[src/hdl/cisd_pkg.sv]
// Purpose: constants and types of the charger indicator and setting decode
// Assumes: 10 MHz clock, resistor values in 100 ohm units, thermistor in mV
// Notes:   the base tick of 50 ms paces every flash pattern
package cisd_pkg;
  localparam int unsigned CLK_HZ        = 10_000_000;
  localparam int unsigned TICK_MS       = 50;
  localparam int unsigned TICK_CYCLES   = (CLK_HZ / 1000) * TICK_MS;
  localparam int unsigned TICKS_PER_S   = 1000 / TICK_MS;
  localparam int unsigned SLOW_MS       = 1000;
  localparam int unsigned FAST_MS       = 250;
  localparam int unsigned EMPTY_MS      = 200;
  localparam int unsigned EMPTY_FLASHES = 4;
  localparam logic [5:0]  SLOW_TICKS    = 6'(SLOW_MS / TICK_MS);
  localparam logic [5:0]  FAST_TICKS    = 6'(FAST_MS / TICK_MS);
  localparam logic [5:0]  EMPTY_TICKS   = 6'(EMPTY_MS / TICK_MS);
  localparam logic [5:0]  EMPTY_TOTAL   = 6'(2 * EMPTY_FLASHES * EMPTY_MS
                                             / TICK_MS);
  localparam logic [5:0]  PAT_LAST      = 6'(2 * SLOW_MS / TICK_MS - 1);
  // setting resistor, 100 ohm units
  localparam int unsigned RES_SAT   = 250;
  localparam int unsigned RES_OPEN  = 330;
  localparam int unsigned RES_100W  = 225;
  localparam int unsigned RES_60W   = 125;
  localparam int unsigned RES_45W   = 100;
  localparam int unsigned RES_30W   = 70;
  localparam int unsigned RES_25W   = 58;
  localparam int unsigned PWR_NUM   = 4;
  localparam int unsigned PWR_DEN   = 10;
  localparam int unsigned CUR_DIV   = 5;
  localparam logic [6:0]  PWR_MAX_W = 7'h64;
  localparam logic [5:0]  CUR_MAX   = 6'h32;
  localparam logic [6:0]  ADV_100W  = 7'h64;
  localparam logic [6:0]  ADV_60W   = 7'h3C;
  localparam logic [6:0]  ADV_45W   = 7'h2D;
  localparam logic [6:0]  ADV_30W   = 7'h1E;
  localparam logic [6:0]  ADV_25W   = 7'h19;
  localparam logic [6:0]  ADV_20W   = 7'h14;
  // capacity: 0.8 mAh per ohm is 80 mAh per unit
  localparam int unsigned CAP_PER_UNIT = 80;
  localparam int unsigned CAP_MIN_MAH  = 2000;
  localparam int unsigned CAP_MAX_MAH  = 25000;
  localparam int unsigned SEC_PER_H    = 3600;
  // thermistor window, mV
  localparam logic [11:0] CHG_COLD_MV = 12'h226;
  localparam logic [11:0] CHG_HOT_MV  = 12'h186;
  localparam logic [11:0] DIS_COLD_MV = 12'h56E;
  localparam logic [11:0] DIS_HOT_MV  = 12'h0F0;
  localparam logic [11:0] BIAS_SW_MV  = 12'h320;
  // register map
  localparam logic [7:0] REG_CTRL   = 8'h00;
  localparam logic [7:0] REG_CHARGE = 8'h04;
  localparam logic [7:0] REG_STATUS = 8'h08;
  localparam logic [7:0] REG_LIMITS = 8'h0C;
  localparam logic [7:0] REG_CAP    = 8'h10;
  typedef enum logic [1:0] {ARR_FOUR, ARR_TWO_BAR, ARR_TWO_STATE,
                            ARR_ONE} cisd_arr_t;
  localparam cisd_arr_t CTRL_RESET = ARR_FOUR;
  typedef enum logic [2:0] {DSP_IDLE, DSP_CHG, DSP_FULL, DSP_ABN,
                            DSP_DIS, DSP_EMPTY, DSP_HALT} cisd_disp_t;
  typedef struct packed {
    logic [6:0] input_power_w;
    logic [5:0] current_steps;
    logic [6:0] adv_power_w;
    logic       pdo_20v_5a;
  } cisd_limits_t;
  typedef struct packed {
    logic power_reduce;
    logic discharge_allow;
    logic charge_allow;
    logic empty_halt;
    logic bias_high;
    logic dis_hot;
    logic dis_cold;
    logic chg_hot;
    logic chg_cold;
    logic setting_open;
    logic abnormal;
  } cisd_status_t;
endpackage

[src/hdl/cisd_top.sv]
// Purpose: setting decode, thermistor windows, fuel gauge and LED display
// Assumes: analog values arrive digitised on this clock; mode pin is async
// Notes:   every output is a flip-flop; ce_in low freezes all state
module cisd_top #(
  parameter int unsigned TICK_CYCLES = cisd_pkg::TICK_CYCLES,
  parameter int unsigned RES_W       = 9,
  parameter bit          ADAPTIVE    = 1'b1
) (
  // clock and reset
  input  wire logic                   clk_in,
  input  wire logic                   rst_in,
  input  wire logic                   ce_in,
  // register port
  input  wire logic [7:0]             addr_in,
  input  wire logic [31:0]            wdata_in,
  input  wire logic                   wr_in,
  input  wire logic                   rd_in,
  output logic [31:0]                 rdata_out,
  // settings
  input  wire logic [RES_W-1:0]       power_setting_resistor_in,
  input  wire logic [RES_W-1:0]       capacity_resistor_in,
  input  wire logic                   setting_mode_pin_in,
  input  wire logic [6:0]             supply_power_w_in,
  input  wire logic                   emark_cable_in,
  // battery state
  input  wire logic                   charging_in,
  input  wire logic                   discharging_in,
  input  wire logic                   charge_full_in,
  input  wire logic                   charge_fault_in,
  input  wire logic signed [15:0]     cell_current_ma_in,
  input  wire logic [11:0]            thermistor_mv_in,
  // results
  output cisd_pkg::cisd_limits_t      limits_out,
  output logic                        power_reduce_out,
  output logic                        thermistor_bias_high_out,
  output logic                        charge_allow_out,
  output logic                        discharge_allow_out,
  output logic                        abnormal_out,
  // indicators
  output logic                        led_first_out,
  output logic                        led_second_out,
  output logic                        led_third_out,
  output logic                        led_fourth_out
);
  import cisd_pkg::*;

  localparam int TICK_W = (TICK_CYCLES > 1) ? $clog2(TICK_CYCLES) : 1;
  localparam int ACC_W  = 27;

  if (TICK_CYCLES < 1 || RES_W < 9 || RES_W > 16)
  begin : g_bad_param
    $error("cisd_top: unsupported parameter values");
  end

  logic [TICK_W-1:0] tick_cnt_reg;
  logic              tick_reg;
  logic [4:0]        sec_cnt_reg;
  logic              mode_meta_reg;
  logic              mode_sync_reg;
  cisd_arr_t         arr_reg;
  logic [6:0]        set_power_reg;
  cisd_limits_t      limits_next;
  logic              setting_open_reg;
  logic [14:0]       cap_reg;
  logic [ACC_W-1:0]  full_reg;
  logic [ACC_W-1:0]  acc_reg;
  cisd_status_t      status;
  logic              chg_cold_reg;
  logic              chg_hot_reg;
  logic              dis_cold_reg;
  logic              dis_hot_reg;
  logic              empty_halt_reg;
  logic [1:0]        q4;
  logic [1:0]        t3;
  logic              empty;
  cisd_disp_t        disp;
  logic [9:0]        disp_code;
  logic [9:0]        disp_reg;
  logic [5:0]        pat_cnt_reg;
  logic              slow_on;
  logic              fast_on;
  logic              empty_on;
  logic [3:0]        four_chg;
  logic [3:0]        four_dis;
  logic [3:0]        led_next;

  // base tick shared by every pattern and the gauge
  always_ff @(posedge clk_in or posedge rst_in)
  begin
    if (rst_in)
    begin
      tick_cnt_reg <= '0;
      tick_reg     <= 1'b0;
      sec_cnt_reg  <= '0;
    end
    else if (ce_in)
    begin
      tick_reg <= (tick_cnt_reg == TICK_W'(TICK_CYCLES - 1));
      if (tick_cnt_reg == TICK_W'(TICK_CYCLES - 1))
        tick_cnt_reg <= '0;
      else
        tick_cnt_reg <= tick_cnt_reg + 1'b1;
      if (tick_reg)
        sec_cnt_reg <= (sec_cnt_reg == 5'(TICKS_PER_S - 1)) ?
                       '0 : sec_cnt_reg + 1'b1;
    end
  end

  // mode pin comes from a strap, so it is synchronised
  always_ff @(posedge clk_in or posedge rst_in)
  begin
    if (rst_in)
    begin
      mode_meta_reg <= 1'b0;
      mode_sync_reg <= 1'b0;
    end
    else if (ce_in)
    begin
      mode_meta_reg <= setting_mode_pin_in;
      mode_sync_reg <= mode_meta_reg;
    end
  end

  // setting and capacity decode
  always_comb
  begin
    int unsigned res;
    int unsigned calc;
    res  = int'(power_setting_resistor_in);
    calc = 0;
    limits_next = '0;
    if (res >= RES_SAT)
    begin
      limits_next.current_steps = CUR_MAX;
    end
    else
    begin
      calc = res / CUR_DIV;
      limits_next.current_steps = 6'(calc);
    end
    // non-adaptive variant keeps the full setting
    if (ADAPTIVE && mode_sync_reg && supply_power_w_in < set_power_reg)
      limits_next.input_power_w = supply_power_w_in;
    else
      limits_next.input_power_w = set_power_reg;
    if (res >= RES_100W)
      limits_next.adv_power_w = ADV_100W;
    else if (res >= RES_60W)
      limits_next.adv_power_w = ADV_60W;
    else if (res >= RES_45W)
      limits_next.adv_power_w = ADV_45W;
    else if (res >= RES_30W)
      limits_next.adv_power_w = ADV_30W;
    else if (res >= RES_25W)
      limits_next.adv_power_w = ADV_25W;
    else
      limits_next.adv_power_w = ADV_20W;
    if (limits_next.adv_power_w > ADV_60W)
    begin
      if (!emark_cable_in)
        limits_next.adv_power_w = ADV_60W;
      limits_next.pdo_20v_5a = emark_cable_in;
    end
  end

  always_ff @(posedge clk_in or posedge rst_in)
  begin
    if (rst_in)
    begin
      set_power_reg    <= '0;
      setting_open_reg <= 1'b0;
      limits_out       <= '0;
      power_reduce_out <= 1'b0;
      cap_reg          <= '0;
      full_reg         <= '0;
    end
    else if (ce_in)
    begin
      if (int'(power_setting_resistor_in) >= RES_SAT)
        set_power_reg <= PWR_MAX_W;
      else
        set_power_reg <= 7'(int'(power_setting_resistor_in) * PWR_NUM
                            / PWR_DEN);
      setting_open_reg <= int'(power_setting_resistor_in) > RES_OPEN;
      limits_out       <= limits_next;
      power_reduce_out <= ADAPTIVE && mode_sync_reg &&
                          supply_power_w_in < set_power_reg;
      if (int'(capacity_resistor_in) * CAP_PER_UNIT < CAP_MIN_MAH)
        cap_reg <= 15'(CAP_MIN_MAH);
      else if (int'(capacity_resistor_in) * CAP_PER_UNIT > CAP_MAX_MAH)
        cap_reg <= 15'(CAP_MAX_MAH);
      else
        cap_reg <= 15'(int'(capacity_resistor_in) * CAP_PER_UNIT);
      full_reg <= ACC_W'(int'(cap_reg) * SEC_PER_H);
    end
  end

  // thermistor windows and permissions
  always_ff @(posedge clk_in or posedge rst_in)
  begin
    if (rst_in)
    begin
      chg_cold_reg             <= 1'b0;
      chg_hot_reg              <= 1'b0;
      dis_cold_reg             <= 1'b0;
      dis_hot_reg              <= 1'b0;
      thermistor_bias_high_out <= 1'b0;
      abnormal_out             <= 1'b0;
      charge_allow_out         <= 1'b0;
      discharge_allow_out      <= 1'b0;
    end
    else if (ce_in)
    begin
      chg_cold_reg <= thermistor_mv_in > CHG_COLD_MV;
      chg_hot_reg  <= thermistor_mv_in < CHG_HOT_MV;
      dis_cold_reg <= thermistor_mv_in > DIS_COLD_MV;
      dis_hot_reg  <= thermistor_mv_in < DIS_HOT_MV;
      // low voltage means hot, where the stronger bias resolves better
      thermistor_bias_high_out <= thermistor_mv_in < BIAS_SW_MV;
      abnormal_out <= setting_open_reg | charge_fault_in;
      charge_allow_out <= charging_in && !chg_cold_reg && !chg_hot_reg &&
                          !abnormal_out;
      discharge_allow_out <= discharging_in && !dis_cold_reg &&
                             !dis_hot_reg && !empty_halt_reg;
    end
  end

  // fuel gauge in mA*s, clamped to the full-cell charge
  always_ff @(posedge clk_in or posedge rst_in)
  begin
    if (rst_in)
      acc_reg <= '0;
    else if (ce_in)
    begin
      if (wr_in && addr_in == REG_CHARGE)
        acc_reg <= (wdata_in[ACC_W-1:0] > full_reg) ?
                   full_reg : wdata_in[ACC_W-1:0];
      else if (tick_reg && sec_cnt_reg == 5'(TICKS_PER_S - 1))
      begin
        if (!cell_current_ma_in[15])
          acc_reg <= (acc_reg + ACC_W'(cell_current_ma_in) > full_reg) ?
                     full_reg : acc_reg + ACC_W'(cell_current_ma_in);
        else if (acc_reg < ACC_W'(-cell_current_ma_in))
          acc_reg <= '0;
        else
          acc_reg <= acc_reg - ACC_W'(-cell_current_ma_in);
      end
    end
  end

  // charge bands: quarters and thirds
  always_comb
  begin
    logic [31:0] a4;
    logic [31:0] a3;
    logic [31:0] f;
    a4 = 32'(acc_reg) << 2;
    a3 = 32'(acc_reg) * 32'h3;
    f  = 32'(full_reg);
    empty = (acc_reg == '0);
    if (a4 >= f * 32'h3)
      q4 = 2'h3;
    else if (a4 >= f * 32'h2)
      q4 = 2'h2;
    else if (a4 >= f)
      q4 = 2'h1;
    else
      q4 = 2'h0;
    if (a3 >= f * 32'h2)
      t3 = 2'h2;
    else if (a3 >= f)
      t3 = 2'h1;
    else
      t3 = 2'h0;
  end

  // display state
  always_comb
  begin
    if (charging_in)
    begin
      if (abnormal_out)
        disp = DSP_ABN;
      else if (charge_full_in)
        disp = DSP_FULL;
      else
        disp = DSP_CHG;
    end
    else if (discharging_in)
    begin
      if (empty_halt_reg)
        disp = DSP_HALT;
      else if (empty)
        disp = DSP_EMPTY;
      else
        disp = DSP_DIS;
    end
    else
      disp = DSP_IDLE;
  end

  assign disp_code = {disp, arr_reg, q4, t3, 1'b0};

  // one pattern counter; any change of display restarts it from lit
  always_ff @(posedge clk_in or posedge rst_in)
  begin
    if (rst_in)
    begin
      disp_reg       <= '0;
      pat_cnt_reg    <= '0;
      empty_halt_reg <= 1'b0;
    end
    else if (ce_in)
    begin
      disp_reg <= disp_code;
      if (disp_code != disp_reg)
        pat_cnt_reg <= '0;
      else if (tick_reg)
      begin
        if (disp == DSP_EMPTY)
          pat_cnt_reg <= (pat_cnt_reg == EMPTY_TOTAL) ?
                         pat_cnt_reg : pat_cnt_reg + 1'b1;
        else
          pat_cnt_reg <= (pat_cnt_reg == PAT_LAST) ?
                         '0 : pat_cnt_reg + 1'b1;
      end
      if (disp == DSP_EMPTY && pat_cnt_reg == EMPTY_TOTAL &&
          disp_code == disp_reg)
        empty_halt_reg <= 1'b1;
      else if (!discharging_in || !empty)
        empty_halt_reg <= 1'b0;
    end
  end

  assign slow_on  = pat_cnt_reg < SLOW_TICKS;
  assign fast_on  = (pat_cnt_reg % (FAST_TICKS << 1)) < FAST_TICKS;
  assign empty_on = pat_cnt_reg < EMPTY_TOTAL &&
                    (pat_cnt_reg % (EMPTY_TICKS << 1)) < EMPTY_TICKS;

  for (genvar i = 0; i < 4; i++)
  begin : g_bar
    assign four_chg[i] = (2'(i) < q4) ? 1'b1 :
                         (2'(i) == q4) ? slow_on : 1'b0;
    assign four_dis[i] = 2'(i) <= q4;
  end

  always_comb
  begin
    led_next = 4'h0;
    case (disp)
      DSP_CHG:
        case (arr_reg)
          ARR_FOUR:      led_next = four_chg;
          ARR_TWO_BAR:   led_next = {2'b00, t3 != 2'h0 ? slow_on : 1'b0,
                                     t3 != 2'h2 ? slow_on : 1'b0};
          ARR_TWO_STATE: led_next = 4'h1;
          default:       led_next = {3'b000, slow_on};
        endcase
      DSP_FULL:
        case (arr_reg)
          ARR_FOUR:      led_next = 4'hF;
          ARR_ONE:       led_next = 4'h1;
          default:       led_next = 4'h2;
        endcase
      DSP_ABN:
        if (arr_reg == ARR_TWO_STATE)
          led_next = {2'b00, fast_on, fast_on};
        else
          led_next = {3'b000, fast_on};
      DSP_DIS:
        case (arr_reg)
          ARR_FOUR:      led_next = four_dis;
          ARR_TWO_BAR:   led_next = {2'b00, t3 != 2'h0,
                                     t3 != 2'h2};
          default:       led_next = 4'h1;
        endcase
      DSP_EMPTY:         led_next = {3'b000, empty_on};
      default:           led_next = 4'h0;
    endcase
  end

  always_ff @(posedge clk_in or posedge rst_in)
  begin
    if (rst_in)
    begin
      led_first_out  <= 1'b0;
      led_second_out <= 1'b0;
      led_third_out  <= 1'b0;
      led_fourth_out <= 1'b0;
    end
    else if (ce_in)
    begin
      led_first_out  <= led_next[0];
      led_second_out <= led_next[1];
      led_third_out  <= led_next[2];
      led_fourth_out <= led_next[3];
    end
  end

  // register port; read data stand for one cycle only
  assign status = '{power_reduce: power_reduce_out,
                    discharge_allow: discharge_allow_out,
                    charge_allow: charge_allow_out,
                    empty_halt: empty_halt_reg,
                    bias_high: thermistor_bias_high_out,
                    dis_hot: dis_hot_reg, dis_cold: dis_cold_reg,
                    chg_hot: chg_hot_reg, chg_cold: chg_cold_reg,
                    setting_open: setting_open_reg,
                    abnormal: abnormal_out};

  always_ff @(posedge clk_in or posedge rst_in)
  begin
    if (rst_in)
    begin
      arr_reg   <= CTRL_RESET;
      rdata_out <= '0;
    end
    else if (ce_in)
    begin
      if (wr_in && addr_in == REG_CTRL)
        arr_reg <= cisd_arr_t'(wdata_in[1:0]);
      rdata_out <= '0;
      if (rd_in)
      begin
        if (addr_in == REG_CTRL)
          rdata_out <= {30'h0, arr_reg};
        else if (addr_in == REG_CHARGE)
          rdata_out <= 32'(acc_reg);
        else if (addr_in == REG_STATUS)
          rdata_out <= 32'(status);
        else if (addr_in == REG_LIMITS)
          rdata_out <= 32'(limits_out);
        else if (addr_in == REG_CAP)
          rdata_out <= 32'(cap_reg);
      end
    end
  end
endmodule // cisd_top

[config.mk]
export PLATFORM = sky130hd
export DESIGN_NAME = cisd_top
export DESIGN_NICKNAME = d
export VERILOG_FILES = /design/src/hdl/cisd_pkg.sv /design/src/hdl/cisd_top.sv
export SDC_FILE = /design/constraint.sdc
export NUM_CORES = 1
export LEC_CHECK = 0
export BUFFER_PORTS_ARGS = -buffer_cell sky130_fd_sc_hd__buf_2
export CAP_MARGIN = 25
export CORE_ASPECT_RATIO = 1.5
export CORE_MARGIN = 2
export CORE_UTILIZATION = 38
export DETAILED_ROUTE_END_ITERATION = 16
export PLACE_DENSITY = 0.59
export SLEW_MARGIN = 10
export SYNTH_ARGS = -nofsm -noshare
export SYNTH_HDL_FRONTEND = slang
export SYNTH_SLANG_ARGS = --single-unit
export TNS_END_PERCENT = 100
[constraint.sdc]
create_clock -name clk_in -period 8.4 [get_ports clk_in]
set_input_delay 1.68 -clock clk_in [delete_from_list [all_inputs] [get_ports clk_in]]
set_output_delay 1.68 -clock clk_in [all_outputs]
set_load 0.05 [all_outputs]
==> results_dict.tcl <==
set metrics [dict create \
    die_width_um 198 \
    path_clk_slew_ns 0.08 \
    placed_area_sq_um 23000 \
    rr_startpoint "full_reg[8]" \
    powerDensity_nw_per_um2 270 \
    cts-htree-levels 4 \
    critPathKind "input port to flip-flop" \
    io_pins 166 \
    num-nets-final 3182 \
    syn2layout_area_growth_pct 10.1 \
    cts_resized 0 \
    p_total_mw 6.39 \
    first_pass_iters 6 \
    setup_viol 0 \
    cts_tree "built" \
    cap_violations 0 \
    netlist_area_sq_um 21500 \
    chipHeight_um 295 \
    ys_types 101 \
    overflow 0 \
    avgViaCountPerCell 6.00 \
    synth_top_flop_cell "dfrtp_1" \
    hold_viol 0 \
    tightest_slew_ns 1.01 \
    final_area_sq_um 23700 \
    final_layout_size_suffix_gt1_share_pct 10.3 \
    place.gp.congestion 0.956 \
    antenna_found_initial 6 \
    grt_max_degree 103 \
    arrival_ns 7.71 \
    min-delay-start "tick_cnt_reg[4]" \
    ff2ff_path_depth 31 \
    max-slew-margin-rel_pct 32.6 \
    hold_path_depth 1 \
    max_freq_ghz 0.135 \
    synthArstFlopShare_pct 100 \
    io_buffer_count 155 \
    grt_pass1_wl_um 118000 \
    rsz0062_at_grt "no" \
    avgSynthCellArea_sq_um 8.27 \
    start_util_pct 38.5 \
    cts_max_path_buffers 2 \
    hpwlAfterDp_um 60600 \
    postCtsSetupRepairBufs 0 \
    clock_skew_ns 0.0132 \
    use_met3_pct 3.90 \
    core_sq_um 55800 \
    cts.sinks 173 \
    grt.total_usage_pct 26.0 \
    grt.met2_usage_pct 48.5 \
    outcome "finished clean" \
    drtAntennaViolNets 0 \
    required_ns 8.71 \
    drv_slew 0 \
    startpoint "cell_current_ma_in[1]" \
    period_needed_ns 7.40 \
    crit_fanout 6 \
    synth_cells 2603 \
    clk-insertion-delay-late_ns 0.47 \
    worst_setup_path_start_kind "input port" \
    period_share_pct 88.1 \
    cts_hold_buf 0 \
    grt_pass1_vias 21400 \
    drt_drc_violations_left 0 \
    grt-busiest-layer "met2" \
    seq_area_frac_synth_pct 20.1 \
    num_rows 106 \
    p_leak_nw 11.0 \
    cts_made_buffers 17 \
    die_area_sq_um 58600 \
    wl_per_cell_um 21.6 \
    drtIter0Drc 1434 \
    crit_path_end_kind "flip-flop" \
    ir_drop_v 0.000215 \
    min_path_type "flip-flop to flip-flop" \
    tns_ns 0 \
    ys_warn_count 0 \
    wl_um 75400 \
    synth_edf_count 0 \
    vias 20900 \
    met1_usage_pct 27.5 \
    root_buffer "clkbuf_16" \
    synth-seq-cells 173 \
]
[critical path, cell delays in order]
cell and delay [ns]:
buf_2 0.13, ha_1 0.29, a21o_1 0.18, a21oi_1 0.21
o21ai_0 0.12, a21o_1 0.21, a21oi_1 0.38, o211ai_1 0.25
and3_1 0.23, o21ai_0 0.31, a21oi_1 0.19, o41ai_1 0.46
o21ba_2 0.21, xnor2_1 0.10, ha_1 0.31, nand4_1 0.08
nor2_1 0.31, a21oi_1 0.11, nand2_1 0.08, a21oi_1 0.11
a21boi_0 0.32, o22ai_2 0.12, and2_0 0.38, buf_4 0.27
a22o_1 0.22, a221oi_1 0.34, a21oi_1 0.07
[power by group]
group / internal [mW] / switching [mW]
clock: 0.436 / 0.402
sequential: 0.954 / 0.200
combinational: 1.79 / 2.61
[cells in the mapped netlist (all sizes together) (14+ instances only)]
cell | number | area share (%)
inv | 161 | 2.8
nand2 | 208 | 3.6
dfrtp | 173 | 20
mux2i | 44 | 2.1
nor4 | 22 | 0.84
o221ai | 19 | 0.77
o22ai | 19 | 0.55
o211ai | 25 | 0.87
o31ai | 17 | 0.59
o21ai | 160 | 3.7
a22o | 28 | 1.1
a31oi | 32 | 0.93
xnor2 | 98 | 4.0
clkbuf | 67 | 1.2
o21bai | 30 | 1.0
nand3 | 68 | 1.6
and3 | 26 | 0.76
a21o | 68 | 2.4
fa | 21 | 2.0
xor2 | 60 | 2.4
buf | 24 | 0.66
a21boi | 14 | 0.49
mux2 | 14 | 0.73
nor2 | 180 | 3.2
o2bb2ai | 19 | 0.77
nor3 | 53 | 1.3
o21a | 38 | 1.3
nand2b | 42 | 1.2
a211oi | 21 | 0.84
a21oi | 189 | 4.4
a221o | 16 | 0.74
nor2b | 41 | 1.2
nand4 | 45 | 1.3
or2 | 19 | 0.55
ha | 344 | 20
a221oi | 28 | 1.2
and2 | 18 | 0.52
[routing by layer]
metal / part of all wire (%) / vias to the layer above
li1: - / 9874
met1: 37 / 10200
met2: 52 / 618
met3: 4.8 / 196
met4: 6.0 / 10
met5: 0.092 / -
[worst paths after layout]
| check | to | slack, ns |
|---|---|---|
| min in group asynchronous | tick_cnt_reg[12] | 1.17 |
| max in group asynchronous | setting_open_reg | 5.88 |
| setup reg to reg | pat_cnt_reg[1] | 1.11 |
| hold / removal | tick_cnt_reg[4] | 0.49 |
| hold reg to reg | tick_cnt_reg[4] | 0.49 |
| setup / recovery | acc_reg[6] | 1.00 |
[placed cells by master (no fill, tap or decap), drive strengths merged, types with 53 or more instances in the layout]
cell type | synthesis | routed
nor3 | 53 | 53
a21oi | 189 | 189
dfrtp | 173 | 173
o21ai | 160 | 160
inv | 161 | 168
nand2 | 208 | 208
xor2 | 60 | 60
ha | 344 | 344
nand3 | 68 | 68
nor2 | 180 | 180
a21o | 68 | 68
buf | 24 | 178
xnor2 | 98 | 98
[cell type report]
cell class | count | area, sq um
inverter | 163 | 617
tap | 756 | 946
timing repair buffer | 178 | 991
sequential | 173 | 4330
fill | 5710 | 32100
clock buffer | 19 | 453
multi-input combinational | 2180 | 16200
clock inverter | 13 | 143
antenna | 2 | 5.00
[per-stage QoR]
step,cells,hold WS [ns],worst slack (ns),util [%]
2_1_floorplan,2607,0.448,1.60,-
6_report,3484,0.489,1.00,42.4
3_5_place_dp,3448,0.469,0.548,41.3
5_1_grt,3483,0.520,0.555,42.4
3_3_place_gp,3448,0.464,0.590,41.3
4_1_cts,3480,0.491,1.04,42.3
[cells by family (layout without fill, tap and decap cells)]
family / Yosys count / in the layout / synth area share [%]
AOI/OAI and AO/OA: 812 / 812 / 25.6
and+or+nand+nor: 777 / 777 / 18.1
adders and majority gates: 370 / 370 / 22.2
buffers and inverters: 254 / 373 / 4.67
DFF: 173 / 173 / 20.1
xor gates and xnor gates: 158 / 158 / 6.43
muxes: 58 / 58 / 2.85
other: 1 / 7 / 0.0174
Power figures use the tool's default switching activity.
